**src/pwmsc_pkg.sv**
```systemverilog
// pwmsc_pkg: constants and carriers for the pwm enable and sync control block
// assumes a single 200 mhz clock; all analog levels arrive as comparator bits
package pwmsc_pkg;

  localparam int unsigned CLK_MHZ        = 200;
  // least valid enable pulse width, in ns, and its cycle count (rounded up)
  localparam int unsigned EN_MIN_NS      = 3000;
  localparam int unsigned EN_MIN_CYC     = (EN_MIN_NS * CLK_MHZ + 999) / 1000;
  // soft-start ramp time from discharge to the pulse decision level, in ns
  localparam int unsigned SS_DEC_NS      = 10000;
  localparam int unsigned SS_DEC_CYC     = (SS_DEC_NS * CLK_MHZ) / 1000;
  // free-running oscillator period, in ns (2.5 us gives 400 khz)
  localparam int unsigned OSC_NS         = 2500;
  localparam int unsigned OSC_CYC        = (OSC_NS * CLK_MHZ) / 1000;
  // lowest sync frequency 170 khz: longest sync period in ns, rounded down
  localparam int unsigned SYNC_MAX_NS    = 5882;
  localparam int unsigned SYNC_MAX_CYC   = (SYNC_MAX_NS * CLK_MHZ) / 1000;
  localparam int unsigned CNT_W          = 16;
  localparam logic [CNT_W-1:0] CNT_ZERO  = 16'h0000;
  localparam logic [CNT_W-1:0] CNT_ONE   = 16'h0001;

  typedef enum logic [3:0] {
    PWMSC_STANDBY = 4'h1,
    PWMSC_IDLE    = 4'h2,
    PWMSC_SOFT    = 4'h4,
    PWMSC_RUN     = 4'h8
  } pwmsc_state_t;

  // start-up conditions, one comparator result each
  typedef struct packed {
    logic supply_above_rise;
    logic supply_above_fall;
    logic ref_valid;
    logic temp_ok;
    logic overvoltage_sense;
  } pwmsc_cond_t;

  // per-phase gate drive set
  typedef struct packed {
    logic primary_drive_a;
    logic primary_drive_b;
    logic rectifier_drive_a;
    logic rectifier_drive_b;
  } pwmsc_drive_t;

  // dead times as clock counts
  typedef struct packed {
    logic [7:0] rectifier_to_primary_delay;
    logic [7:0] primary_to_rectifier_delay;
  } pwmsc_dead_t;

endpackage : pwmsc_pkg

```
**src/pwmsc_top.sv**
```systemverilog
// pwmsc_top: start-up gating, enable decoding, oscillator, sync lock and
// two-phase primary / rectifier drive sequencing
// assumes all inputs synchronous to sys_clk_in and comparator levels digital
`timescale 1ns/1ps

module pwmsc_top
  import pwmsc_pkg::*;
(
  input  wire logic         sys_clk_in,
  input  wire logic         rst_n_in,
  input  wire pwmsc_cond_t  cond_in,
  input  wire logic         turn_on_req_in,
  input  wire logic         sync_clk_in,
  input  wire logic         sync_mode_in,
  input  wire logic         current_at_limit_in,
  input  wire logic         overcurrent_trip_in,
  input  wire logic         ramp_pulled_low_in,
  input  wire pwmsc_dead_t  dead_in,
  output logic              standby_out,
  output logic              ramp_charge_out,
  output logic              ramp_discharge_out,
  output logic              running_out,
  output pwmsc_drive_t      drive_out
);

  //////////////////////////////////////////////////////////////////////////
  // enable filter and soft-start model

  pwmsc_state_t     state_r, state_nxt;
  logic [CNT_W-1:0] en_cnt_r, en_cnt_nxt;
  logic             en_f_r, en_f_nxt;
  logic [CNT_W-1:0] ss_cnt_r, ss_cnt_nxt;
  logic             pulse_mode_r, pulse_mode_nxt;
  logic             en_rise, en_fall, start_ok, ss_at_dec;

  assign start_ok  = cond_in.supply_above_rise && cond_in.ref_valid
                     && cond_in.temp_ok && !cond_in.overvoltage_sense;
  assign ss_at_dec = (ss_cnt_r >= CNT_W'(SS_DEC_CYC));

  always_comb begin
    en_cnt_nxt = en_cnt_r;
    en_f_nxt   = en_f_r;
    // a level change only counts once it has held for the least width
    if (turn_on_req_in == en_f_r) begin
      en_cnt_nxt = CNT_ZERO;
    end else if (en_cnt_r >= CNT_W'(EN_MIN_CYC - 1)) begin
      en_f_nxt   = turn_on_req_in;
      en_cnt_nxt = CNT_ZERO;
    end else begin
      en_cnt_nxt = en_cnt_r + CNT_ONE;
    end
  end

  assign en_rise = en_f_nxt && !en_f_r;
  assign en_fall = !en_f_nxt && en_f_r;

  always_comb begin
    state_nxt      = state_r;
    ss_cnt_nxt     = ss_cnt_r;
    pulse_mode_nxt = pulse_mode_r;
    case (state_r)
      PWMSC_STANDBY: begin
        ss_cnt_nxt = CNT_ZERO;
        if (cond_in.supply_above_rise) begin
          state_nxt = PWMSC_IDLE;
        end
      end
      PWMSC_IDLE: begin
        ss_cnt_nxt     = CNT_ZERO;
        pulse_mode_nxt = 1'b0;
        if (en_rise && start_ok) begin
          state_nxt = PWMSC_SOFT;
        end
      end
      PWMSC_SOFT, PWMSC_RUN: begin
        if (overcurrent_trip_in || ramp_pulled_low_in) begin
          ss_cnt_nxt = CNT_ZERO;
          state_nxt  = PWMSC_SOFT;
        end else if (!ss_at_dec) begin
          ss_cnt_nxt = ss_cnt_r + CNT_ONE;
        end else begin
          state_nxt = PWMSC_RUN;
        end
        if (en_fall && !ss_at_dec) begin
          pulse_mode_nxt = 1'b1;
        end
        if (en_fall && ss_at_dec && !pulse_mode_r) begin
          state_nxt = PWMSC_IDLE;
        end
        if (en_rise && pulse_mode_r) begin
          state_nxt = PWMSC_IDLE;
        end
        if (!start_ok) begin
          state_nxt = PWMSC_IDLE;
        end
      end
      default: begin
        state_nxt = PWMSC_STANDBY;
      end
    endcase
    if (!cond_in.supply_above_fall) begin
      state_nxt = PWMSC_STANDBY;
    end
  end

  always_ff @(posedge sys_clk_in or negedge rst_n_in) begin
    if (!rst_n_in) begin
      state_r      <= PWMSC_STANDBY;
      en_cnt_r     <= CNT_ZERO;
      en_f_r       <= 1'b0;
      ss_cnt_r     <= CNT_ZERO;
      pulse_mode_r <= 1'b0;
    end else begin
      state_r      <= state_nxt;
      en_cnt_r     <= en_cnt_nxt;
      en_f_r       <= en_f_nxt;
      ss_cnt_r     <= ss_cnt_nxt;
      pulse_mode_r <= pulse_mode_nxt;
    end
  end

  //////////////////////////////////////////////////////////////////////////
  // oscillator with sync lock and low-frequency clamp

  logic [CNT_W-1:0] osc_cnt_r, osc_cnt_nxt;
  logic             sync_d_r, sync_d_nxt;
  logic             osc_tick, sync_fall, active;

  // decoded from the next state so drives drop on the same edge as the
  // registered status outputs, never one cycle behind them
  assign active    = (state_nxt == PWMSC_SOFT) || (state_nxt == PWMSC_RUN);
  assign sync_fall = sync_d_r && !sync_clk_in;

  always_comb begin
    sync_d_nxt  = sync_clk_in;
    osc_tick    = 1'b0;
    osc_cnt_nxt = osc_cnt_r + CNT_ONE;
    if (sync_mode_in) begin
      // the clamp tick fires before a late sync edge, which still ticks when it comes
      if (sync_fall) begin
        osc_tick = 1'b1;
      end else if (osc_cnt_r >= CNT_W'(SYNC_MAX_CYC - 1)) begin
        osc_tick = 1'b1;
      end
    end else if (osc_cnt_r >= CNT_W'(OSC_CYC - 1)) begin
      osc_tick = 1'b1;
    end
    if (osc_tick) begin
      osc_cnt_nxt = CNT_ZERO;
    end
  end

  always_ff @(posedge sys_clk_in or negedge rst_n_in) begin
    if (!rst_n_in) begin
      osc_cnt_r <= CNT_ZERO;
      sync_d_r  <= 1'b0;
    end else begin
      osc_cnt_r <= osc_cnt_nxt;
      sync_d_r  <= sync_d_nxt;
    end
  end

  //////////////////////////////////////////////////////////////////////////
  // drive sequencing: phase toggles each tick, so each output runs at half

  logic             phase_r, phase_nxt;
  logic             prim_on_r, prim_on_nxt;
  logic [7:0]       dly_r, dly_nxt;
  logic             wait_on_r, wait_on_nxt;
  pwmsc_drive_t     drv_nxt, drv_r;

  always_comb begin
    phase_nxt   = phase_r;
    prim_on_nxt = prim_on_r;
    dly_nxt     = dly_r;
    wait_on_nxt = wait_on_r;
    drv_nxt     = drv_r;
    if (!active) begin
      drv_nxt     = '0;
      prim_on_nxt = 1'b0;
      wait_on_nxt = 1'b0;
    end else if (osc_tick) begin
      phase_nxt   = !phase_r;
      // rectifier of the new phase falls first, primary follows after delay
      drv_nxt.rectifier_drive_a = phase_r;
      drv_nxt.rectifier_drive_b = !phase_r;
      drv_nxt.primary_drive_a   = 1'b0;
      drv_nxt.primary_drive_b   = 1'b0;
      prim_on_nxt = 1'b0;
      wait_on_nxt = 1'b1;
      dly_nxt     = dead_in.rectifier_to_primary_delay;
    end else if (wait_on_r) begin
      if (dly_r == 8'h00) begin
        wait_on_nxt = 1'b0;
        prim_on_nxt = 1'b1;
        drv_nxt.primary_drive_a = phase_r;
        drv_nxt.primary_drive_b = !phase_r;
      end else begin
        dly_nxt = dly_r - 8'h01;
      end
    end else if (prim_on_r && current_at_limit_in) begin
      drv_nxt.primary_drive_a = 1'b0;
      drv_nxt.primary_drive_b = 1'b0;
      prim_on_nxt = 1'b0;
    end
  end

  always_ff @(posedge sys_clk_in or negedge rst_n_in) begin
    if (!rst_n_in) begin
      phase_r   <= 1'b0;
      prim_on_r <= 1'b0;
      dly_r     <= 8'h00;
      wait_on_r <= 1'b0;
      drv_r     <= '0;
    end else begin
      phase_r   <= phase_nxt;
      prim_on_r <= prim_on_nxt;
      dly_r     <= dly_nxt;
      wait_on_r <= wait_on_nxt;
      drv_r     <= drv_nxt;
    end
  end

  //////////////////////////////////////////////////////////////////////////
  // registered status outputs

  always_ff @(posedge sys_clk_in or negedge rst_n_in) begin
    if (!rst_n_in) begin
      standby_out        <= 1'b1;
      ramp_charge_out    <= 1'b0;
      ramp_discharge_out <= 1'b1;
      running_out        <= 1'b0;
    end else begin
      standby_out        <= (state_nxt == PWMSC_STANDBY);
      ramp_charge_out    <= (state_nxt == PWMSC_SOFT);
      ramp_discharge_out <= (state_nxt == PWMSC_STANDBY)
                            || (state_nxt == PWMSC_IDLE);
      running_out        <= (state_nxt == PWMSC_RUN);
    end
  end

  assign drive_out = drv_r;

endmodule : pwmsc_top

```
**config.mk**
```make
export PLATFORM = sky130hd
export DESIGN_NAME = pwmsc_top
export DESIGN_NICKNAME = d
export VERILOG_FILES = /design/src/pwmsc_pkg.sv /design/src/pwmsc_top.sv
export SDC_FILE = /design/constraint.sdc
export NUM_CORES = 1
export LEC_CHECK = 0
export ABC_AREA = 0
export BUFFER_PORTS_ARGS = -buffer_cell sky130_fd_sc_hd__buf_4
export CAP_MARGIN = 30
export CORE_ASPECT_RATIO = 2
export CORE_UTILIZATION = 40
export CTS_CLUSTER_DIAMETER = 80
export DETAILED_ROUTE_END_ITERATION = 10
export SYNTH_ARGS = -nofsm -noshare
export SYNTH_HDL_FRONTEND = slang
export SYNTH_SLANG_ARGS = --single-unit
```
**constraint.sdc**
```tcl
create_clock -name sys_clk_in -period 2.31 [get_ports sys_clk_in]
set_clock_uncertainty 0.2 [all_clocks]
set_input_delay 0 -clock sys_clk_in [delete_from_list [all_inputs] [get_ports sys_clk_in]]
set_output_delay 0 -clock sys_clk_in [all_outputs]
set_load 0.01 [all_outputs]
```
==> impl_results.md, run 1 <==
- Setup crit end kind: register
- Synth cell types: 54
- Sw frac: a little under a quarter
- Routability congestion estimate: about 0.89
- DP Area: roughly 4400 sq um
- WP data required: ~2.4 ns
- Vias: around 3100
- First-pass GRT wire length: roughly 14000 um
- Total power: roughly 3 mW
- Hold Path Class: input pin to register
- Metal-1 WL: between 3000 and 4000 um
- DRC: 0
- Starting Density: roughly 40%
- Unrepaired setup endpoints after global routing: yes
- Total gr overflow: 0
- Hold violation count in the final report: 0
- I/O Pins: 37
- FP Rows: 49
- Syn. warnings: 0
- Register area: ~1900 sq um
- Static Leakage: between 2 and 2.5 nW
- Detail Route Antenna Nets: 0
- Switch Pwr: 695 uW
- Total track usage: a little under a fifth
- Top cells by area, synth: dfrtp_1 48%, nor2_1 6.2%, xor2_1 4.3%, a21oi_1 3.7%, nand2_1 3.1%
- Number of global-route vias before repair: between 3000 and 4000
- Worst-Margin Slew: about 0.5 ns
- Register share of total power: between 40 and 50%
- Top-area cell type share of the netlist area: 48.3%
- Count leader, synth: dfrtp_1
- Clk buf depth: 2
- Max Clock Freq: 407 MHz
- Area occupied by multi-input gates: roughly 1900 sq um
- Die area: between 9000 and 10000 sq um
- Initial DRC Count: 195
- CTS Buf Count: 9
- H-Tree Level Count: 3
- Setup Crit Path Kind: register to register
- Dpl hpwl: 6160 um
- Top post-synthesis cells by count: 71 x dfrtp_1, 61 x nor2_1, 30 x nand2_1, 27 x a21oi_1, 18 x xor2_1
- Placed cell count: about 550
- Hold_ws: roughly 0.018 ns
- EDFF count, synth: 0
- Top routing layer used: met4
- Port buffer count: 28
- Drt wl/cell: about 14 um
- FF+latch count, synth: 74
- Fin crit share: 106%
- Fin area: approximately 5000 sq um
- Layout net count: just over 500
- Syn Inst Count: about 370
- Clk_lat worst skew: around 0.33 ns
- Syn_area_per_cell: a little under 10 sq um
- Final Non-Filler Cells: between 500 and 600
- Sequential-to-total area share from yosys stat: between 50% and 60%
- Max-slew headroom: 66.0%
- CTS tree: done
- DR WL met3: between 150 and 200 um
- Int Pwr: 2.31 mW
- Root buf cell: clkbuf_16
- MaxCap Viol Count: 0
- Main synth FF type: dfrtp_1
- Diodes inserted: 0
- CP max FO: 9
- CP Launch Type: register
- Setup violations, final: 14
- Layout cells sized above 1: a little over a quarter
- Clock power share: between 40 and 50%
- Pins over their slew limit: 0
- Min setup slack post-route: -0.148 ns
- Clk pin slew, worst setup/hold paths: 0.06 ns
- PD cells: approximately 600 nW/um^2
- Largest net degree at the start of global routing: 75
- CTS sink cnt: 74
- Via density per instance: around 5.3
- Area grow syn2layout: 35.7%
- Comb pwr share: just under 8%
- Met2 wire len: 4980 um
- Cell area after synthesis: 3680 sq um
- Core ar.: a little under 9000 sq um
- Max IR drop VDD: 357 uV
- Die H: 138 um
- Outcome: complete, but fails checks
- Drt pass-1 iters: 4
- Fillers: between 700 and 800
- Die X: around 70 um
- Setup WS pre-CTS: -0.139 ns
- Top cell type by total area after synthesis: dfrtp_1
- Drt total wl: approximately 8500 um
- Failing checks: negative setup slack
- Final Critical Period: 2.46 ns
- Initial antenna violation count: 0
- Fraction of registers with async set/reset: 100%
- Arrival @ worst endpoint: ~2.5 ns
==> through the flow <==
stage | setup TNS, ns | utilization (%)
after floorplan | -1.14 | -
after global placement | -0.834 | 49.1
after detailed placement | -1.47 | 49.1
after CTS | -1.25 | 54.6
after global routing | -3.46 | 55.8
final | -1.19 | 55.8
==> cell type report <==
cell class                      count  area share (%)
Multi-Input combinational cell    287            37.5
Sequential cell                    74            37.1
Timing Repair Buffer               98            15.9
Clock buffer                       10            4.78
Tap cell                          102            2.55
Clock inverter                      6            1.33
Inverter                           10           0.751
==> timing repair <==
| action | CTS | global route |
|---|---|---|
| endpoints found under the hold margin | 90 | 1 |
| gates resized for setup | 5 | 10 |
| hold buffers | 14 | 1 |
| setup endpoints to repair | 20 | 30 |
| pin swaps | 6 | 4 |
| setup buffers | 1 | 3 |
==> layout by cell type (no fill, tap or decap), types with 2 or more instances in the layout <==
| cell | synthesis | final |
|---|---|---|
| a21oi_1 | 27 | 24 |
| a211oi_2 | 0 | 2 |
| nand4_1 | 8 | 8 |
| and2_1 | 3 | 3 |
| or3_1 | 3 | 2 |
| xnor2_1 | 9 | 9 |
| dlygate4sd3_1 | 0 | 15 |
| clkinvlp_4 | 0 | 3 |
| nand2b_1 | 4 | 4 |
| a32o_1 | 4 | 4 |
| nor2_1 | 61 | 59 |
| o211a_1 | 2 | 2 |
| a2111oi_4 | 1 | 3 |
| dfrtp_1 | 71 | 71 |
| nand3_1 | 16 | 16 |
| nor3_1 | 10 | 10 |
| nor4_1 | 3 | 2 |
| a21oi_2 | 0 | 3 |
| mux2_2 | 2 | 2 |
| and3_1 | 7 | 7 |
| mux2i_1 | 5 | 5 |
| a41oi_1 | 2 | 2 |
| nand2_1 | 30 | 29 |
| clkbuf_16 | 0 | 9 |
| dfstp_2 | 3 | 3 |
| a211oi_4 | 0 | 2 |
| nor2b_1 | 2 | 2 |
| xor2_1 | 18 | 18 |
| o21ai_0 | 9 | 9 |
| nor4b_1 | 3 | 2 |
| ha_1 | 6 | 5 |
| a2bb2oi_1 | 5 | 5 |
| nand3b_1 | 4 | 4 |
| a31oi_1 | 6 | 6 |
| a211o_1 | 2 | 2 |
| inv_1 | 10 | 10 |
| buf_4 | 0 | 81 |
| conb_1 | 1 | 11 |
==> routing by layer <==
layer	GRT usage, %	vias up
li1	-	1527
met1	18.2	1498
met2	37.4	53
met3	3.44	15
met4	8.78	0
met5	0	-
==> power groups by stage <==
| stage | Combinational, mW | Sequential, mW | Clock, mW |
|---|---|---|---|
| 2_1_floorplan | 0.107 | 1.37 | 0 |
| 3_3_place_gp | 0.202 | 1.38 | 0 |
| 3_5_place_dp | 0.204 | 1.38 | 0 |
| 4_1_cts | 0.226 | 1.36 | 1.44 |
| 5_1_grt | 0.263 | 1.37 | 1.50 |
| 6_report | 0.237 | 1.36 | 1.40 |
==> registers in the layout, summed over array words and instances, names as in the netlist, 4 cells and up <==
signal,cells
dly_r,8
drive_out,4
en_cnt_r,16
osc_cnt_r,16
ss_cnt_r,16
state_r,4
==> final timing paths <==
kind / slack, ns / start / cells past startpoint / endpoint
min reg2reg: 0.31 / pulse_mode_r$_DFFE_PN0P_ / 2 / pulse_mode_r$_DFFE_PN0P_
min in group asynchronous: 0.34 / rst_n_in / 3 / osc_cnt_r[7]$_DFF_PN0_
min: 0.02 / overcurrent_trip_in / 5 / ramp_charge_out$_DFF_PN0_
max reg2reg: -0.15 / ss_cnt_r[14]$_DFFE_PN0P_ / 7 / dly_r[0]$_DFFE_PN0P_
max: -0.15 / ss_cnt_r[14]$_DFFE_PN0P_ / 7 / dly_r[0]$_DFFE_PN0P_
max in group asynchronous: 1.01 / rst_n_in / 4 / standby_out$_DFF_PN1_
==> logic make-up after synthesis <==
group | count (synthesis) | synth area share [%]
adder cells (fa/ha/maj) | 6 | 2.04
other | 1 | 0.102
AND/OR/NAND/NOR | 161 | 21.0
XOR/XNOR | 27 | 6.42
AO/OA/AOI/OAI | 75 | 15.5
multiplexers | 7 | 1.97
buffers and inverters | 22 | 2.55
flip-flops | 74 | 50.4
==> worst max-delay path: stages, from the launching register on <==
cell	delay [ns]
dfrtp_1	0.38
or3_4	0.39
a2111o_4	0.39
o211ai_1	0.30
buf_4	0.18
a2bb2o_4	0.18
nand2_1	0.18
a2bb2oi_1	0.18
Power figures use the tool's default switching activity.
==> run 2, diff against run 1 <==
--- a/config.mk
+++ b/config.mk
@@ -8,10 +8,10 @@
 export ABC_AREA = 0
 export BUFFER_PORTS_ARGS = -buffer_cell sky130_fd_sc_hd__buf_4
 export CAP_MARGIN = 30
-export CORE_ASPECT_RATIO = 2
 export CORE_UTILIZATION = 40
 export CTS_CLUSTER_DIAMETER = 80
 export DETAILED_ROUTE_END_ITERATION = 10
+export SLEW_MARGIN = 5
 export SYNTH_ARGS = -nofsm -noshare
 export SYNTH_HDL_FRONTEND = slang
 export SYNTH_SLANG_ARGS = --single-unit
==> run 2 against run 1 <==
Against the previous run: the flow finishes with violations (design-rule violations, negative setup slack); total power is 12% lower; register-to-register slack about the same; cell area is 0.55% lower; combinational power barely moved; wire length down 4.1%; critical path depth shrank 1; setup slack improved by 0.0071 ns; first-iteration DRC count decreased by 31%; cell count rose by 2.0%; count of clock-buffer cells in the layout shrank 1; utilization up 0.61 points; global-route usage decreased by 0.30 points; largest cell class unchanged; largest power group is now registers.
==> impl_results.md, run 2 (synthesis gave the netlist of run 1 again) <==
- Port buffer count: 28 (unchanged)
- Number of global-route vias before repair: 3013 (-5.5%)
- Fillers: 783 (-1.3%)
- DR WL met3: 286 um (+47%)
- Die X: 97.9 um (+40%)
- Hold Path Class: input pin to register
- Most frequent cells in the layout: 82 x buf_4, 70 x dfrtp_1, 59 x nor2_1, 29 x nand2_1, 23 x a21oi_1
- Comb pwr share: 9.1% (+1.2 points)
- Total power: 2.63 mW (-12%)
- Detail Route Antenna Nets: 0 (unchanged)
- Fin area: 4970 sq um (-0.55%)
- Starting Density: 41.8% (+0.68 points)
- Finished Core Util: 56.4% (+0.61 points)
- Hold violation count in the final report: 0 (unchanged)
- Clk buf depth: 2 (unchanged)
- Max IR drop VDD: 345 uV (-3.1%)
- Vias: 3097 (+0.13%)
- Hold_ws: 0.0809 ns (+0.0632 ns)
- WP data required: 2.39 ns (+0.03 ns)
- CTS Buf Count: 9 (unchanged)
- H-Tree Level Count: 3 (unchanged)
- Outcome: complete, but fails checks
- Slowest cell on crit path: a2111o_4
- CTS tree: done
- Layout cells sized above 1: 27.1% (+0.90 points)
- Total track usage: 18.5% (-0.30 points)
- I/O Pins: 37 (unchanged)
- Max Clock Freq: 408 MHz (+0.29%)
- Final Non-Filler Cells: 599 (+2.0%)
- Arrival @ worst endpoint: 2.53 ns (+0.02 ns)
- Largest net degree at the start of global routing: 75 (unchanged)
- Die area: 9590 sq um (-0.25%)
- Most common cell after layout, fill and taps aside: buf_4
- Static Leakage: 2.25 nW (+1.4%)
- Diodes inserted: 0 (unchanged)
- Placed cell count: 556 (+0.91%)
- Pins over their slew limit: 0 (unchanged)
- Layout net count: 521 (+1.2%)
- Fin crit share: 106% (-0.31 points)
- Top flop regs: en_cnt_r (16), osc_cnt_r (16), ss_cnt_r (16)
- Routability congestion estimate: 0.842 (-5.7%)
- Register share of total power: 51.7% (+6.4 points)
- Drt wl/cell: 13.6 um (-6.0%)
- Clk pin slew, worst setup/hold paths: 0.08 ns (+0.02 ns)
- Min setup slack post-route: -0.141 ns (+0.00711 ns)
- Via density per instance: 5.17 (-1.9%)
- Initial antenna violation count: 0 (unchanged)
- Clock power share: 39.2% (-7.6 points)
- Drt total wl: 8150 um (-4.1%)
- Setup violations, final: 14 (unchanged)
- DP Area: 4400 sq um (unchanged)
- Die H: 97.9 um (-29%)
- Root buf cell: clkbuf_8
- Setup WS pre-CTS: -0.147 ns (-0.00755 ns)
- Setup Crit Path Kind: register to register
- Crit path cell chain: or3_4 -> a2111o_4 -> a2111oi_4 -> a2bb2o_4 -> a2bb2oi_2 -> mux2i_1
- Delay-heaviest family, CP: compound AO/OA/AOI/OAI gates
- Fin Setup TNS: -1.14 ns (+0.0546 ns)
- CP max FO: 9 (unchanged)
- Drt pass-1 iters: 7 (+3)
- First-pass GRT wire length: 14100 um (unchanged)
- CTS sink cnt: 74 (unchanged)
- Met2 wire len: 3860 um (-22%)
- PD cells: 529 nW/um^2 (-12%)
- Dpl hpwl: 5630 um (-8.6%)
- Setup crit end kind: register
- Sw frac: 25.7% (+2.6 points)
- Final Critical Period: 2.45 ns (-0.00711 ns)
- Switch Pwr: 676 uW (-2.8%)
- DRC: 4 (+4)
- Failing checks: design-rule violations, negative setup slack
- Area occupied by multi-input gates: 1890 sq um (+0.60%)
- Int Pwr: 1.95 mW (-15%)
- Core ar.: 8810 sq um (-1.6%)
- Initial DRC Count: 134 (-31%)
- Area grow syn2layout: 35.0%
- Metal-1 WL: 3920 um (+27%)
- Register area: 1860 sq um (about the same)
- CP Buf/Inv Count: 0 (-1)
- Unrepaired setup endpoints after global routing: yes
- CP Launch Type: register
- Top routing layer used: met4
- MaxCap Viol Count: 0 (unchanged)
- Crit path largest cell delay: 0.40 ns (about the same)
- FP Rows: 34 (-31%)
- Total gr overflow: 0 (unchanged)
- Clk_lat worst skew: 0.36 ns (+0.03 ns)
[run 2: final timing paths]
kind / cells past startpoint / from / endpoint / slack [ns]
max in group asynchronous: 4 / rst_n_in / standby_out$_DFF_PN1_ / 0.88
worst min register to register: 2 / ss_cnt_r[10]$_DFFE_PN0P_ / ss_cnt_r[10]$_DFFE_PN0P_ / 0.30
worst max-delay path: 6 / ss_cnt_r[13]$_DFFE_PN0P_ / dly_r[1]$_DFFE_PN0P_ / -0.14
min in group asynchronous: 3 / rst_n_in / dly_r[5]$_DFFE_PN0P_ / 0.41
worst min-delay path: 6 / cond_in[0] / state_r[2]$_DFF_PN0_ / 0.08
worst max register to register: 6 / ss_cnt_r[13]$_DFFE_PN0P_ / dly_r[1]$_DFFE_PN0P_ / -0.14
[run 2: power by group through the flow]
stage / sequential [mW] / clock (mW) / combinational (mW)
after floorplan: 1.37 / 0 / 0.107
after global placement: 1.38 / 0 / 0.200
after detailed placement: 1.38 / 0 / 0.204
after CTS: 1.36 / 1.07 / 0.235
after global routing: 1.36 / 1.13 / 0.271
final: 1.36 / 1.03 / 0.240
[run 2: worst min-delay path, cell delays in order]
cell	delay [ns]
buf_4	0.08
and4b_1	0.23
nand2_1	0.09
nor2_1	0.05
nand2_1	0.08
a21oi_1	0.07
[run 2: cell type report]
| type | instances | area share, % |
|---|---|---|
| flip-flops and latches | 74 | 37.4 |
| multi-input cells | 287 | 37.9 |
| clock buffers | 9 | 2.49 |
| well taps | 108 | 2.72 |
| clock inverters | 7 | 1.51 |
| repair buffers | 104 | 17.2 |
| inverters | 10 | 0.755 |
[run 2: what timing repair did]
action	CTS	global route
buffers inserted	5	3
gates cloned	0	0
pin swaps	4	13
hold endpoints to repair	94	22
hold buffers	18	1
setup endpoints to repair	19	29
gates resized for setup	13	9
[run 2: per-layer routing]
| layer | GRT usage, % | vias to the layer above |
|---|---|---|
| met1 | 24.6 | 1495 |
| met2 | 29.1 | 47 |
| met3 | 6.08 | 5 |
| li1 | - | 1550 |
| met4 | 4.90 | 0 |
| met5 | 0 | - |
==> run 3, diff against run 2 <==
--- a/config.mk
+++ b/config.mk
@@ -11,6 +11,7 @@
 export CORE_UTILIZATION = 40
 export CTS_CLUSTER_DIAMETER = 80
 export DETAILED_ROUTE_END_ITERATION = 10
+export REMOVE_ABC_BUFFERS = 1
 export SLEW_MARGIN = 5
 export SYNTH_ARGS = -nofsm -noshare
 export SYNTH_HDL_FRONTEND = slang
==> constraint.sdc (replaced) <==
create_clock -name sys_clk_in -period 2.3 [get_ports sys_clk_in]
set_clock_uncertainty 0.2 [all_clocks]
set_input_delay 0.23 -clock sys_clk_in [delete_from_list [all_inputs] [get_ports sys_clk_in]]
set_output_delay 0.23 -clock sys_clk_in [all_outputs]
set_load 0.01 [all_outputs]
==> run 3 against run 2 <==
Against the previous run: the run still ends with design-rule violations, negative setup slack left; die area did not move; fmax is 2.4% lower; cell count fell by 1.3%; register-to-register slack worse by 0.07 ns; setup slack worse by 0.070 ns; critical endpoint is now dly_r[4]$_DFFE_PN0P_; global-route usage fell by 0.27 points; sequential cell count unchanged; worst hold slack got worse by 0.073 ns; utilization is 0.64 points lower.
==> impl_results.md, run 3 (synthesis gave the netlist of run 1 again) <==
- Total gr overflow: 0 (unchanged)
- Layout net count: 513 (-1.5%)
- Clock power share: 43.4% (+4.2 points)
- Max-slew headroom: between 60% and 70%
- Area grow syn2layout: 33.4%
- Starting Density: 41.8% (unchanged)
- Core ar.: 8810 sq um (unchanged)
- Fin crit share: 109% (+3.1 points)
- CP Launch Type: register
- Largest net degree at the start of global routing: 38 (-49%)
- CP Buf/Inv Count: 0 (unchanged)
- FP Rows: 34 (unchanged)
- Diodes inserted: 0 (unchanged)
- Outcome: complete, but fails checks
- Worst-Margin Slew: 0.544 ns
- Drt pass-1 iters: 7 (unchanged)
- Vias: 3084 (-0.42%)
- WP data required: 2.38 ns (about the same)
- Delay-heaviest family, CP: compound AO/OA/AOI/OAI gates
- DRC: 2 (-2)
- CP max FO: 5 (-4)
- Die X: 97.9 um (unchanged)
- Port buffer count: 28 (unchanged)
- Drt total wl: 8180 um (+0.32%)
- Most common cell after layout, fill and taps aside: buf_4
- Layout cells sized above 1: 26.9% (-0.17 points)
- Setup violations, final: 26 (+12)
- Crit path cell chain: or3_4 -> a2111o_4 -> a2111oi_4 -> a2bb2o_4 -> a32o_2 -> a21oi_2
- Dpl hpwl: 5850 um (+3.8%)
- Comb pwr share: 8.4% (-0.7 points)
- Initial DRC Count: 99 (-26%)
- Root buf cell: clkbuf_8
- Most frequent cells in the layout: 85 x buf_4, 71 x dfrtp_1, 60 x nor2_1, 28 x nand2_1, 25 x a21oi_1
- Total power: 2.83 mW (+7.5%)
- Initial antenna violation count: 0 (unchanged)
- Register area: 1860 sq um (about the same)
- Fin area: 4910 sq um (-1.1%)
- Hold Path Class: input pin to register
- Hold violation count in the final report: 0 (unchanged)
- Setup crit end kind: register
- Max Clock Freq: 398 MHz (-2.4%)
- Int Pwr: 2.17 mW (+11%)
- Unrepaired setup endpoints after global routing: yes
- Pins over their slew limit: 0 (unchanged)
- Min setup slack post-route: -0.211 ns (-0.0702 ns)
- Clk buf depth: 2 (unchanged)
- H-Tree Level Count: 3 (unchanged)
- DP Area: 4430 sq um (+0.77%)
- Hold_ws: 0.00745 ns (-0.0735 ns)
- Drt wl/cell: 13.8 um (+1.7%)
- Clk_lat worst skew: 0.35 ns (about the same)
- Top flop regs: en_cnt_r (16), osc_cnt_r (16), ss_cnt_r (16)
- Crit path largest cell delay: 0.42 ns (+0.02 ns)
- Total track usage: 18.3% (-0.27 points)
- Final Critical Period: 2.51 ns (+0.0602 ns)
- CTS Buf Count: 9 (unchanged)
- Slowest cell on crit path: a2111oi_4
- I/O Pins: 37 (unchanged)
- Area occupied by multi-input gates: 1900 sq um (+0.86%)
- Sw frac: 23.2% (-2.5 points)
- Die area: 9590 sq um (unchanged)
- Routability congestion estimate: 0.825 (-2.1%)
- Via density per instance: 5.22 (+0.93%)
- Die H: 97.9 um (unchanged)
- Max IR drop VDD: 273 uV (-21%)
- PD cells: 576 nW/um^2 (+8.8%)
- Detail Route Antenna Nets: 0 (unchanged)
- Static Leakage: 2.19 nW (-2.4%)
- Failing checks: design-rule violations, negative setup slack
- Setup Crit Path Kind: register to register
- CTS tree: done
- Clk pin slew, worst setup/hold paths: 0.08 ns (about the same)
- Switch Pwr: 657 uW (-2.8%)
- Number of global-route vias before repair: 3023 (+0.33%)
- Fillers: 793 (+1.3%)
- Arrival @ worst endpoint: 2.60 ns (+0.07 ns)
- First-pass GRT wire length: 14100 um (-0.35%)
- Fin Setup TNS: -2.86 ns (-1.72 ns)
- MaxCap Viol Count: 0 (unchanged)
- Finished Core Util: 55.8% (-0.64 points)
- CTS sink cnt: 74 (unchanged)
- Register share of total power: 48.2% (-3.5 points)
==> run 3: cell count changes in the layout (fill, tap and decap cells not counted), sizes merged <==
cell / before / now
inv: 13 / 11
dlygate4sd3: 19 / 8
clkbuf: 9 / 10
bufinv: 1 / 3
clkinv: 3 / 1
clkinvlp: 0 / 1
a2bb2o: 1 / 2
buf: 85 / 87
==> run 3: worst register-to-register path: cells and delay by family, from the launching register on <==
kind / cells / cell delay [ns]
simple gates: 1 / 0.39
compound gates: 5 / 1.47
flops: 1 / 0.38
==> run 3: final timing paths <==
| check | depth (start not counted) | endpoint | startpoint | slack [ns] |
|---|---|---|---|---|
| worst min-delay path | 3 | dly_r[4]$_DFFE_PN0P_ | dead_in[12] | 0.007 |
| worst max register to register | 6 | dly_r[4]$_DFFE_PN0P_ | ss_cnt_r[14]$_DFFE_PN0P_ | -0.21 |
| min in group asynchronous | 2 | drive_out[1]$_DFFE_PN0P_ | rst_n_in | 0.18 |
| worst min register to register | 2 | ss_cnt_r[10]$_DFFE_PN0P_ | ss_cnt_r[10]$_DFFE_PN0P_ | 0.30 |
| max in group asynchronous | 3 | ss_cnt_r[11]$_DFFE_PN0P_ | rst_n_in | 1.06 |
| worst max-delay path | 6 | dly_r[4]$_DFFE_PN0P_ | ss_cnt_r[14]$_DFFE_PN0P_ | -0.21 |
==> run 3: cell type report <==
class / instances / area share [%]
flip-flops and latches: 74 / 37.8
well taps: 108 / 2.75
repair buffers: 95 / 15.1
multi-input cells: 288 / 38.7
clock inverters: 6 / 2.34
clock buffers: 10 / 2.60
inverters: 10 / 0.764
==> run 3: timing repair <==
action | 4_1_cts | 5_1_grt
buffers inserted | 3 | 0
pin swaps | 7 | 1
endpoints found under the setup margin | 21 | 41
resized for setup | 13 | 9
hold buffers | 8 | 0
gates cloned | 1 | 0
endpoints found under the hold margin | 40 | 0
==> run 3: metal layers <==
metal | wire length, um | GRT usage [%] | up-vias
met2 | 3800 | 28.9 | 63
li1 | - | - | 1524
met4 | 109 | 5.83 | 0
met1 | 3900 | 24.8 | 1488
met3 | 357 | 4.29 | 9
met5 | 0 | 0 | -
==> run 3: stage by stage <==
step           worst slack, ns  cells
2_1_floorplan           -0.140    371
3_3_place_gp            -0.143    563
3_5_place_dp            -0.215    563
4_1_cts                 -0.226    591
5_1_grt                 -0.329    591
6_report                -0.211    591
==> run 3: power groups by stage <==
stage | clock network [mW] | logic (mW) | registers (mW)
floorplan | 0 | 0.0995 | 1.38
global placement | 0 | 0.210 | 1.39
detailed placement | 0 | 0.216 | 1.39
CTS | 1.26 | 0.236 | 1.36
global route | 1.32 | 0.266 | 1.37
finish | 1.23 | 0.236 | 1.36
